[config.mk]
export PLATFORM = sky130hd
export DESIGN_NAME = cbo_regs
export DESIGN_NICKNAME = d
export VERILOG_FILES = /design/src/rtl/cbo_pkg.sv /design/src/rtl/cbo_cmd_if.sv /design/src/rtl/cbo_cmd_timer.sv /design/src/rtl/cbo_regs.sv
export VERILOG_INCLUDE_DIRS = /design/src /design/src/rtl
export SDC_FILE = /design/constraint.sdc
export NUM_CORES = 1
export LEC_CHECK = 0
export BUFFER_PORTS_ARGS = -buffer_cell sky130_fd_sc_hd__buf_2
export CORE_MARGIN = 5
export CORE_UTILIZATION = 41
export CTS_BUF_LIST = sky130_fd_sc_hd__clkbuf_4 sky130_fd_sc_hd__clkbuf_8 sky130_fd_sc_hd__clkbuf_16
export DETAILED_ROUTE_END_ITERATION = 8
export REMOVE_ABC_BUFFERS = 1
export SLEW_MARGIN = 30
export SYNTH_ARGS = -nofsm -noshare
export SYNTH_HDL_FRONTEND = slang
export SYNTH_SLANG_ARGS = --single-unit
[constraint.sdc]
create_clock -name mclk -period 3.8 [get_ports mclk]
set_input_delay 0.19 -clock mclk [delete_from_list [all_inputs] [get_ports mclk]]
set_output_delay 0.19 -clock mclk [all_outputs]
set_load 0.02 [all_outputs]
[src/rtl/cbo_map.svh]
`ifndef CBO_MAP_SVH
`define CBO_MAP_SVH

// ----------------------------------------------------------------------------
// Register offsets
// ----------------------------------------------------------------------------
`define CBO_OFF_SYNC      8'h3d
`define CBO_OFF_PLL_TRIGGER_A    8'h3e
`define CBO_OFF_BIASCAL   8'h3f
`define CBO_OFF_ENABLES   8'h40
`define CBO_OFF_BANKD     8'h41

// ----------------------------------------------------------------------------
// Field positions
// ----------------------------------------------------------------------------
`define CBO_CMD_BIT       7
`define CBO_EN_A_BIT      3
`define CBO_EN_B_BIT      2
`define CBO_EN_C_BIT      1
`define CBO_EN_D_BIT      0
`define CBO_BD_DIV_BIT    0
`define CBO_BD_SRC_BIT    1
`define CBO_BD_PD_BIT     2
`define CBO_BD_OWN_BIT    3
`define CBO_BD_OPD_BIT    4
`define CBO_BD_STY_BIT    5
`define CBO_BD_AMP_LO     6

// ----------------------------------------------------------------------------
// Reset values and timing
// ----------------------------------------------------------------------------
`define CBO_RST_ENABLES   4'hf
`define CBO_RST_BANKD     8'h00
`define CBO_SYNC_CYC      16'h0010
`define CBO_PLL_TRIGGER_A_CYC    16'h0100
`define CBO_CAL_CYC       16'h0040

`endif

[src/rtl/cbo_pkg.sv]
package cbo_pkg;
	typedef enum logic [1:0] {
		CBO_SWING_350MV = 2'h0,
		CBO_SWING_500MV = 2'h1,
		CBO_SWING_750MV = 2'h2,
		CBO_SWING_RSVD  = 2'h3
	} cbo_swing_t;

	typedef enum logic [1:0] {
		CBO_CMD_IDLE = 2'h1,
		CBO_CMD_BUSY = 2'h2
	} cbo_cmd_state_t;
endpackage

[src/rtl/cbo_cmd_if.sv]
`timescale 1ns/1ps
interface cbo_cmd_if;
	logic start;
	logic busy;
	modport owner (output start, input busy);
	modport engine (input start, output busy);
endinterface

[src/rtl/cbo_cmd_timer.sv]
`timescale 1ns/1ps
module cbo_cmd_timer #(
	parameter logic [15:0] CYCLES = 16'h0010
) (
	// Clock and reset
	input  wire logic mclk,
	input  wire logic rst_b,
	// Command
	cbo_cmd_if.engine cmd
);
	import cbo_pkg::*;

	cbo_cmd_state_t state_q;
	logic [15:0]    cnt_q;

	always_ff @(posedge mclk or negedge rst_b) begin
		if (!rst_b) begin
			state_q <= CBO_CMD_IDLE;
			cnt_q   <= 16'h0000;
		end else begin
			case (state_q)
				CBO_CMD_IDLE: begin
					if (cmd.start) begin
						state_q <= CBO_CMD_BUSY;
						cnt_q   <= CYCLES;
					end
				end
				CBO_CMD_BUSY: begin
					if (cnt_q <= 16'h0001)
						state_q <= CBO_CMD_IDLE;
					cnt_q <= cnt_q - 16'h0001;
				end
				default: state_q <= CBO_CMD_IDLE;
			endcase
		end
	end

	assign cmd.busy = (state_q == CBO_CMD_BUSY);
endmodule // cbo_cmd_timer

[src/rtl/cbo_regs.sv]
`timescale 1ns/1ps
`include "cbo_map.svh"
module cbo_regs (
	// Clock and reset
	input  wire logic                mclk,
	input  wire logic                rst_b,
	// Register port
	input  wire logic                reg_wr,
	input  wire logic                reg_rd,
	input  wire logic [7:0]          reg_addr,
	input  wire logic [7:0]          reg_wdata,
	output logic      [7:0]          reg_rdata,
	// Bank D control pins
	input  wire logic                pin_divider_select,
	input  wire logic                pin_source_select,
	input  wire logic                pin_powerdown,
	input  wire logic                pin_enable,
	input  wire logic                pin_style,
	input  wire logic [1:0]          pin_swing,
	// Clock sources for bank D
	input  wire logic                int_div_clk,
	input  wire logic                frac_div_clk,
	input  wire logic                ref_clk,
	// Bank outputs
	output logic      [2:0]          bank_abc_hold_low,
	output logic                     bank_d_clock,
	output logic                     bank_d_powered,
	output logic                     first_d_output_run,
	output logic                     first_d_output_style,
	output cbo_pkg::cbo_swing_t      first_d_output_swing,
	output logic                     second_d_output,
	output logic                     second_d_output_oe,
	output logic                     bank_d_config_owner,
	// Analog command strobes
	output logic                     divider_sync_busy,
	output logic                     pll_trigger_a,
	output logic                     bias_calibration_trigger
);
	import cbo_pkg::*;

	// ------------------------------------------------------------------------
	// Pin synchronisers
	// ------------------------------------------------------------------------
	logic [9:0] pin_s1_q;
	logic [9:0] pin_s2_q;
	logic [2:0] clk_s1_q;
	logic [2:0] clk_s2_q;

	always_ff @(posedge mclk or negedge rst_b) begin
		if (!rst_b) begin
			pin_s1_q <= 10'h000;
			pin_s2_q <= 10'h000;
			clk_s1_q <= 3'h0;
			clk_s2_q <= 3'h0;
		end else begin
			pin_s1_q <= {pin_divider_select, pin_source_select, pin_powerdown,
				pin_enable, pin_style, pin_swing, 3'h0};
			pin_s2_q <= pin_s1_q;
			clk_s1_q <= {int_div_clk, frac_div_clk, ref_clk};
			clk_s2_q <= clk_s1_q;
		end
	end

	// ------------------------------------------------------------------------
	// Registers
	// ------------------------------------------------------------------------
	logic [3:0] enables_q;
	logic [7:0] bank_d_q;

	function automatic logic hit(input logic [7:0] a, input logic [7:0] off);
		return a == off;
	endfunction

	always_ff @(posedge mclk or negedge rst_b) begin
		if (!rst_b)
			enables_q <= `CBO_RST_ENABLES;
		else if (reg_wr && hit(reg_addr, `CBO_OFF_ENABLES))
			enables_q <= reg_wdata[3:0];
	end

	always_ff @(posedge mclk or negedge rst_b) begin
		if (!rst_b)
			bank_d_q <= `CBO_RST_BANKD;
		else if (reg_wr && hit(reg_addr, `CBO_OFF_BANKD))
			bank_d_q <= reg_wdata;
	end

	// ------------------------------------------------------------------------
	// Self-clearing commands
	// ------------------------------------------------------------------------
	cbo_cmd_if sync_if ();
	cbo_cmd_if pll_trigger_a_if ();
	cbo_cmd_if cal_if ();

	assign sync_if.start = reg_wr && hit(reg_addr, `CBO_OFF_SYNC)
		&& reg_wdata[`CBO_CMD_BIT];
	assign pll_trigger_a_if.start = reg_wr && hit(reg_addr, `CBO_OFF_PLL_TRIGGER_A)
		&& reg_wdata[`CBO_CMD_BIT];
	assign cal_if.start = reg_wr && hit(reg_addr, `CBO_OFF_BIASCAL)
		&& reg_wdata[`CBO_CMD_BIT];

	cbo_cmd_timer #(.CYCLES(`CBO_SYNC_CYC)) u_sync (
		.mclk  (mclk),
		.rst_b (rst_b),
		.cmd   (sync_if.engine)
	);
	cbo_cmd_timer #(.CYCLES(`CBO_PLL_TRIGGER_A_CYC)) u_pll_trigger_a (
		.mclk  (mclk),
		.rst_b (rst_b),
		.cmd   (pll_trigger_a_if.engine)
	);
	cbo_cmd_timer #(.CYCLES(`CBO_CAL_CYC)) u_cal (
		.mclk  (mclk),
		.rst_b (rst_b),
		.cmd   (cal_if.engine)
	);

	always_ff @(posedge mclk or negedge rst_b) begin
		if (!rst_b) begin
			divider_sync_busy        <= 1'b0;
			pll_trigger_a            <= 1'b0;
			bias_calibration_trigger <= 1'b0;
		end else begin
			divider_sync_busy        <= sync_if.busy;
			pll_trigger_a            <= pll_trigger_a_if.busy;
			bias_calibration_trigger <= cal_if.busy;
		end
	end

	// ------------------------------------------------------------------------
	// Readback
	// ------------------------------------------------------------------------
	always_ff @(posedge mclk or negedge rst_b) begin
		if (!rst_b)
			reg_rdata <= 8'h00;
		else if (reg_rd) begin
			if (hit(reg_addr, `CBO_OFF_ENABLES))
				reg_rdata <= {4'h0, enables_q};
			else if (hit(reg_addr, `CBO_OFF_BANKD))
				reg_rdata <= bank_d_q;
			else
				reg_rdata <= 8'h00;
		end
	end

	// ------------------------------------------------------------------------
	// Effective bank D settings
	// ------------------------------------------------------------------------
	logic       own;
	logic       div_sel;
	logic       src_sel;
	logic       pd_bank;
	logic       pd_out;
	logic       en_d;
	logic       sty;
	logic [1:0] amp;
	logic       div_clk;
	logic       off;

	always_comb begin
		own = bank_d_q[`CBO_BD_OWN_BIT];
		if (own) begin
			div_sel = bank_d_q[`CBO_BD_DIV_BIT];
			src_sel = bank_d_q[`CBO_BD_SRC_BIT];
			pd_bank = bank_d_q[`CBO_BD_PD_BIT];
			en_d    = enables_q[`CBO_EN_D_BIT];
			sty     = bank_d_q[`CBO_BD_STY_BIT];
			amp     = bank_d_q[`CBO_BD_AMP_LO +: 2];
		end else begin
			div_sel = pin_s2_q[9];
			src_sel = pin_s2_q[8];
			pd_bank = pin_s2_q[7];
			en_d    = pin_s2_q[6];
			sty     = pin_s2_q[5];
			amp     = pin_s2_q[4:3];
		end
		pd_out  = bank_d_q[`CBO_BD_OPD_BIT];
		div_clk = div_sel ? clk_s2_q[1] : clk_s2_q[2];
		off     = pd_bank || pd_out;
	end

	// ------------------------------------------------------------------------
	// Output drive
	// ------------------------------------------------------------------------
	always_ff @(posedge mclk or negedge rst_b) begin
		if (!rst_b) begin
			bank_abc_hold_low    <= 3'h0;
			bank_d_clock         <= 1'b0;
			bank_d_powered       <= 1'b1;
			first_d_output_run   <= 1'b0;
			first_d_output_style <= 1'b0;
			first_d_output_swing <= CBO_SWING_350MV;
			second_d_output      <= 1'b0;
			second_d_output_oe   <= 1'b0;
			bank_d_config_owner  <= 1'b0;
		end else begin
			bank_abc_hold_low <= ~enables_q[3:1];
			bank_d_clock <= (src_sel ? clk_s2_q[0] : div_clk) && en_d
				&& !off;
			bank_d_powered       <= !pd_bank;
			first_d_output_run   <= en_d && !off;
			first_d_output_style <= sty;
			first_d_output_swing <= cbo_swing_t'(amp);
			second_d_output <= (src_sel ? clk_s2_q[0] : div_clk) && en_d
				&& !off;
			second_d_output_oe   <= !off;
			bank_d_config_owner  <= own;
		end
	end
endmodule // cbo_regs

==> results.md <==
* Placed Instance Area at 4850 µm²
* Slowest stage cell, crit path: nor4b_1
* Crit path time final at 2.235 ns
* Commonest non-fill, non-tap cell in the layout: dfrtp_1
* Most used flip-flop cell after synthesis: dfrtp_1
* Distinct cells, synth at 50
* RSZ-0062 raised after global routing: no
* First-pass GRT wire length at 15130 µm
* Routed vias/inst at 5.435
* Post-route antenna net violation count at 0
* Total global routing overflow at 0
* Sequential area share after synthesis at 0.6088
* Routed length per instance at 15.46 µm
* Root buffer cell: clkbuf_8
* Kind of start point of the critical path: register
* Most frequent cells in the layout: dfrtp_1, buf_2, nand3_1, o21ai_0
* Area overhead of the layout relative to synthesis at 16.57%
* WP data arrival at 2.46 ns
* Maximum number of pins on one net before global-route repair at 47
* Number of enable-type register cells in the synthesized netlist at 0
* Clock skew at 0.007757 ns
* Number of nets in the layout at 461
* Worst slack on hold paths at 0.05520 ns
* Via count of the routed design at 3098
* Clock slew at reported path FFs at 0.10 ns
* Cells traversed along the worst timing path: nor4b_1 > nand4b_1 > o311ai_0 > o41ai_1
* Synth Cell Area at 4456 µm²
* Max Root-Sink Buffers at 2
* Count of buffer and inverter cells on the critical path at 0
* Clock tree sinks at 108
* Total count of hold-check failures in the final report at 0
* Design Area, Final at 5194 µm²
* Library cell occupying the most area in the post-synthesis netlist: dfrtp_1
* Total Wirelength at 8813 µm
* Top-area cell type share of the netlist area at 0.5616
* Share of synthesized flip-flops with an asynchronous set or reset at 1.000
* DR iter-0 viols at 168
* Max H-tree Level at 3
* Pins over their slew limit at 0
* Max-cap violations at 0
* Delay of the slowest cell on the worst path at 0.70 ns
* Run status: complete, no violations
* Final weighted congestion in routability-driven placement at 0.7406
* Cell Count Post-Placement at 543
* Antenna violations before repair at 0
* Clock latency on the worst-skew pair at 0.36 ns
* Maximum clock frequency at 0.4475 GHz
* Final-layout setup total negative slack at 0 ns
* FF+latch count, synth at 108
* Kind of end point of the critical path: register
* Util after Layout at 0.4833
* Number of setup violations in the final report at 0
* CP Class: register to register
* Leakage Power at 2.172 nW
* Slew headroom at 0.3695
* Diode insertion count for antenna repair at 0
* CTS buffer count at 9
* Area of the core region at 10750 µm²
* Synth warnings at 0
* Die extent in y at 114.2 µm
* Leading post-synthesis cells by cell area: dfrtp_1, dfstp_2, mux2_2, nand3_1, o21ai_0
* Rows at 38
* Number of input and output port buffers inserted at 52
* Final period util at 0.5881
* Die span in x at 114.2 µm
* PD cells at 396.7 nW/µm²
* CP delay by family, top: simple AND/OR/NAND/NOR gates
* Post-Synthesis Mean Instance Area at 12.45 µm²
* Final HPWL DP at 6162 µm
* Post-route non-filler standard cell count at 570
* CP Data Required Time at 4.03 ns
* Peak supply drop at 0.1985 mV
* Die area at 13050 µm²
* Biggest fanout along the worst timing path at 7
* Number of global-route vias before repair at 3103
* Class of the most critical hold timing path: primary input to register
* Pre-CTS worst setup slack at 1.396 ns
* Final setup margin at 1.565 ns
* Detailed Routing Iterations Pass 1 at 4
* Initial Utilization at 0.4146
* Worst-margin pin slew at 0.9331 ns
* GRT Total Usage at 0.1456
* Fraction of final layout cells sized beyond drive strength 1 at 0.2535
* Overall power at 2.060 mW
* CTS tree: yes
* DRC violation count after routing at 0
* Top-level I/O count at 53
* Cell count after synthesis at 358
[synthesized netlist by cell type, types with 7 or more instances]
cell type    n
nand3_1     32
dfrtp_1    100
nor4_1       8
mux2i_1     10
nor3_1       8
dfstp_2      8
nor2_1       8
o31ai_1      7
inv_1       15
mux2_2      15
o211ai_1     8
o311ai_0    11
nor2b_1      7
o41ai_1     11
o21ai_0     26
nand2_1     14
[worst reg2reg max path, stage by stage (launching register included)]
cell and delay (ns):
dfrtp_1 0.43, nor4b_1 0.70, nand4b_1 0.42, o311ai_0 0.41, o41ai_1 0.13
[routing by layer]
metal | track usage | share of wire | wire (µm)
met5 | 0 | 0 | 0
met3 | 0.03383 | 0.055 | 486
met2 | 0.2221 | 0.45 | 3978
met4 | 0.05859 | 0.017 | 146
met1 | 0.2015 | 0.48 | 4201
[worst paths after layout]
check | startpoint | endpoint | slack, ns | cells after the start
worst max-delay path | u_cal.cnt_q[0] | u_cal.cnt_q[13] | 1.57 | 4
worst min-delay path | reg_wdata[4] | bank_d_q[4] | 0.06 | 2
worst max register to register | u_cal.cnt_q[0] | u_cal.cnt_q[13] | 1.57 | 4
worst min register to register | pin_s1_q[7] | pin_s2_q[7] | 0.35 | 0
max in group asynchronous | rst_b | u_cal.state_q[0] | 2.52 | 3
min in group asynchronous | rst_b | bank_abc_hold_low[0] | 0.35 | 2
[state kept, by name, indices dropped and copies added, names as in the netlist, 2 cells and up]
register                 flops
u_cal.cnt_q                 16
u_pll_trigger_a.cnt_q       16
u_sync.cnt_q                16
bank_d_q                     8
reg_rdata                    8
pin_s1_q                     7
pin_s2_q                     7
enables_q                    4
bank_abc_hold_low            3
clk_s1_q                     3
clk_s2_q                     3
first_d_output_swing         2
u_cal.state_q                2
u_pll_trigger_a.state_q      2
u_sync.state_q               2
[layout make-up]
| class | instances | area (µm²) |
|---|---|---|
| clock buffer | 11 | 151.4 |
| clock inverter | 5 | 82.58 |
| fill | 1011 | 5552 |
| inverter | 15 | 56.30 |
| multi-input combinational | 226 | 1628 |
| sequential | 108 | 2713 |
| tap | 140 | 175.2 |
| timing repair buffer | 65 | 387.9 |
[repair_timing]
action | 4_1_cts | 5_1_grt
setup endpoints to repair | 0 | 0
hold buffers | 11 | 0
setup buffers | 0 | 0
resized for setup | 0 | 0
endpoints found under the hold margin | 51 | 0
[power by group]
part | internal [mW] | switching, mW | total (mW) | leakage (nW)
clock | 0.410 | 0.378 | 0.788 | 0.120
sequential | 1.17 | 0.0110 | 1.18 | 1.20
combinational | 0.0366 | 0.0513 | 0.0880 | 0.852
[cell families after synthesis]
logic type                 share of synthesized area
AOI/OAI and AO/OA                             0.1261
adders and majority gates                    0.01685
buffers and inverters                        0.02583
DFF                                           0.6088
muxes                                        0.06038
and+or+nand+nor                               0.1620
Power figures use the tool's default switching activity.
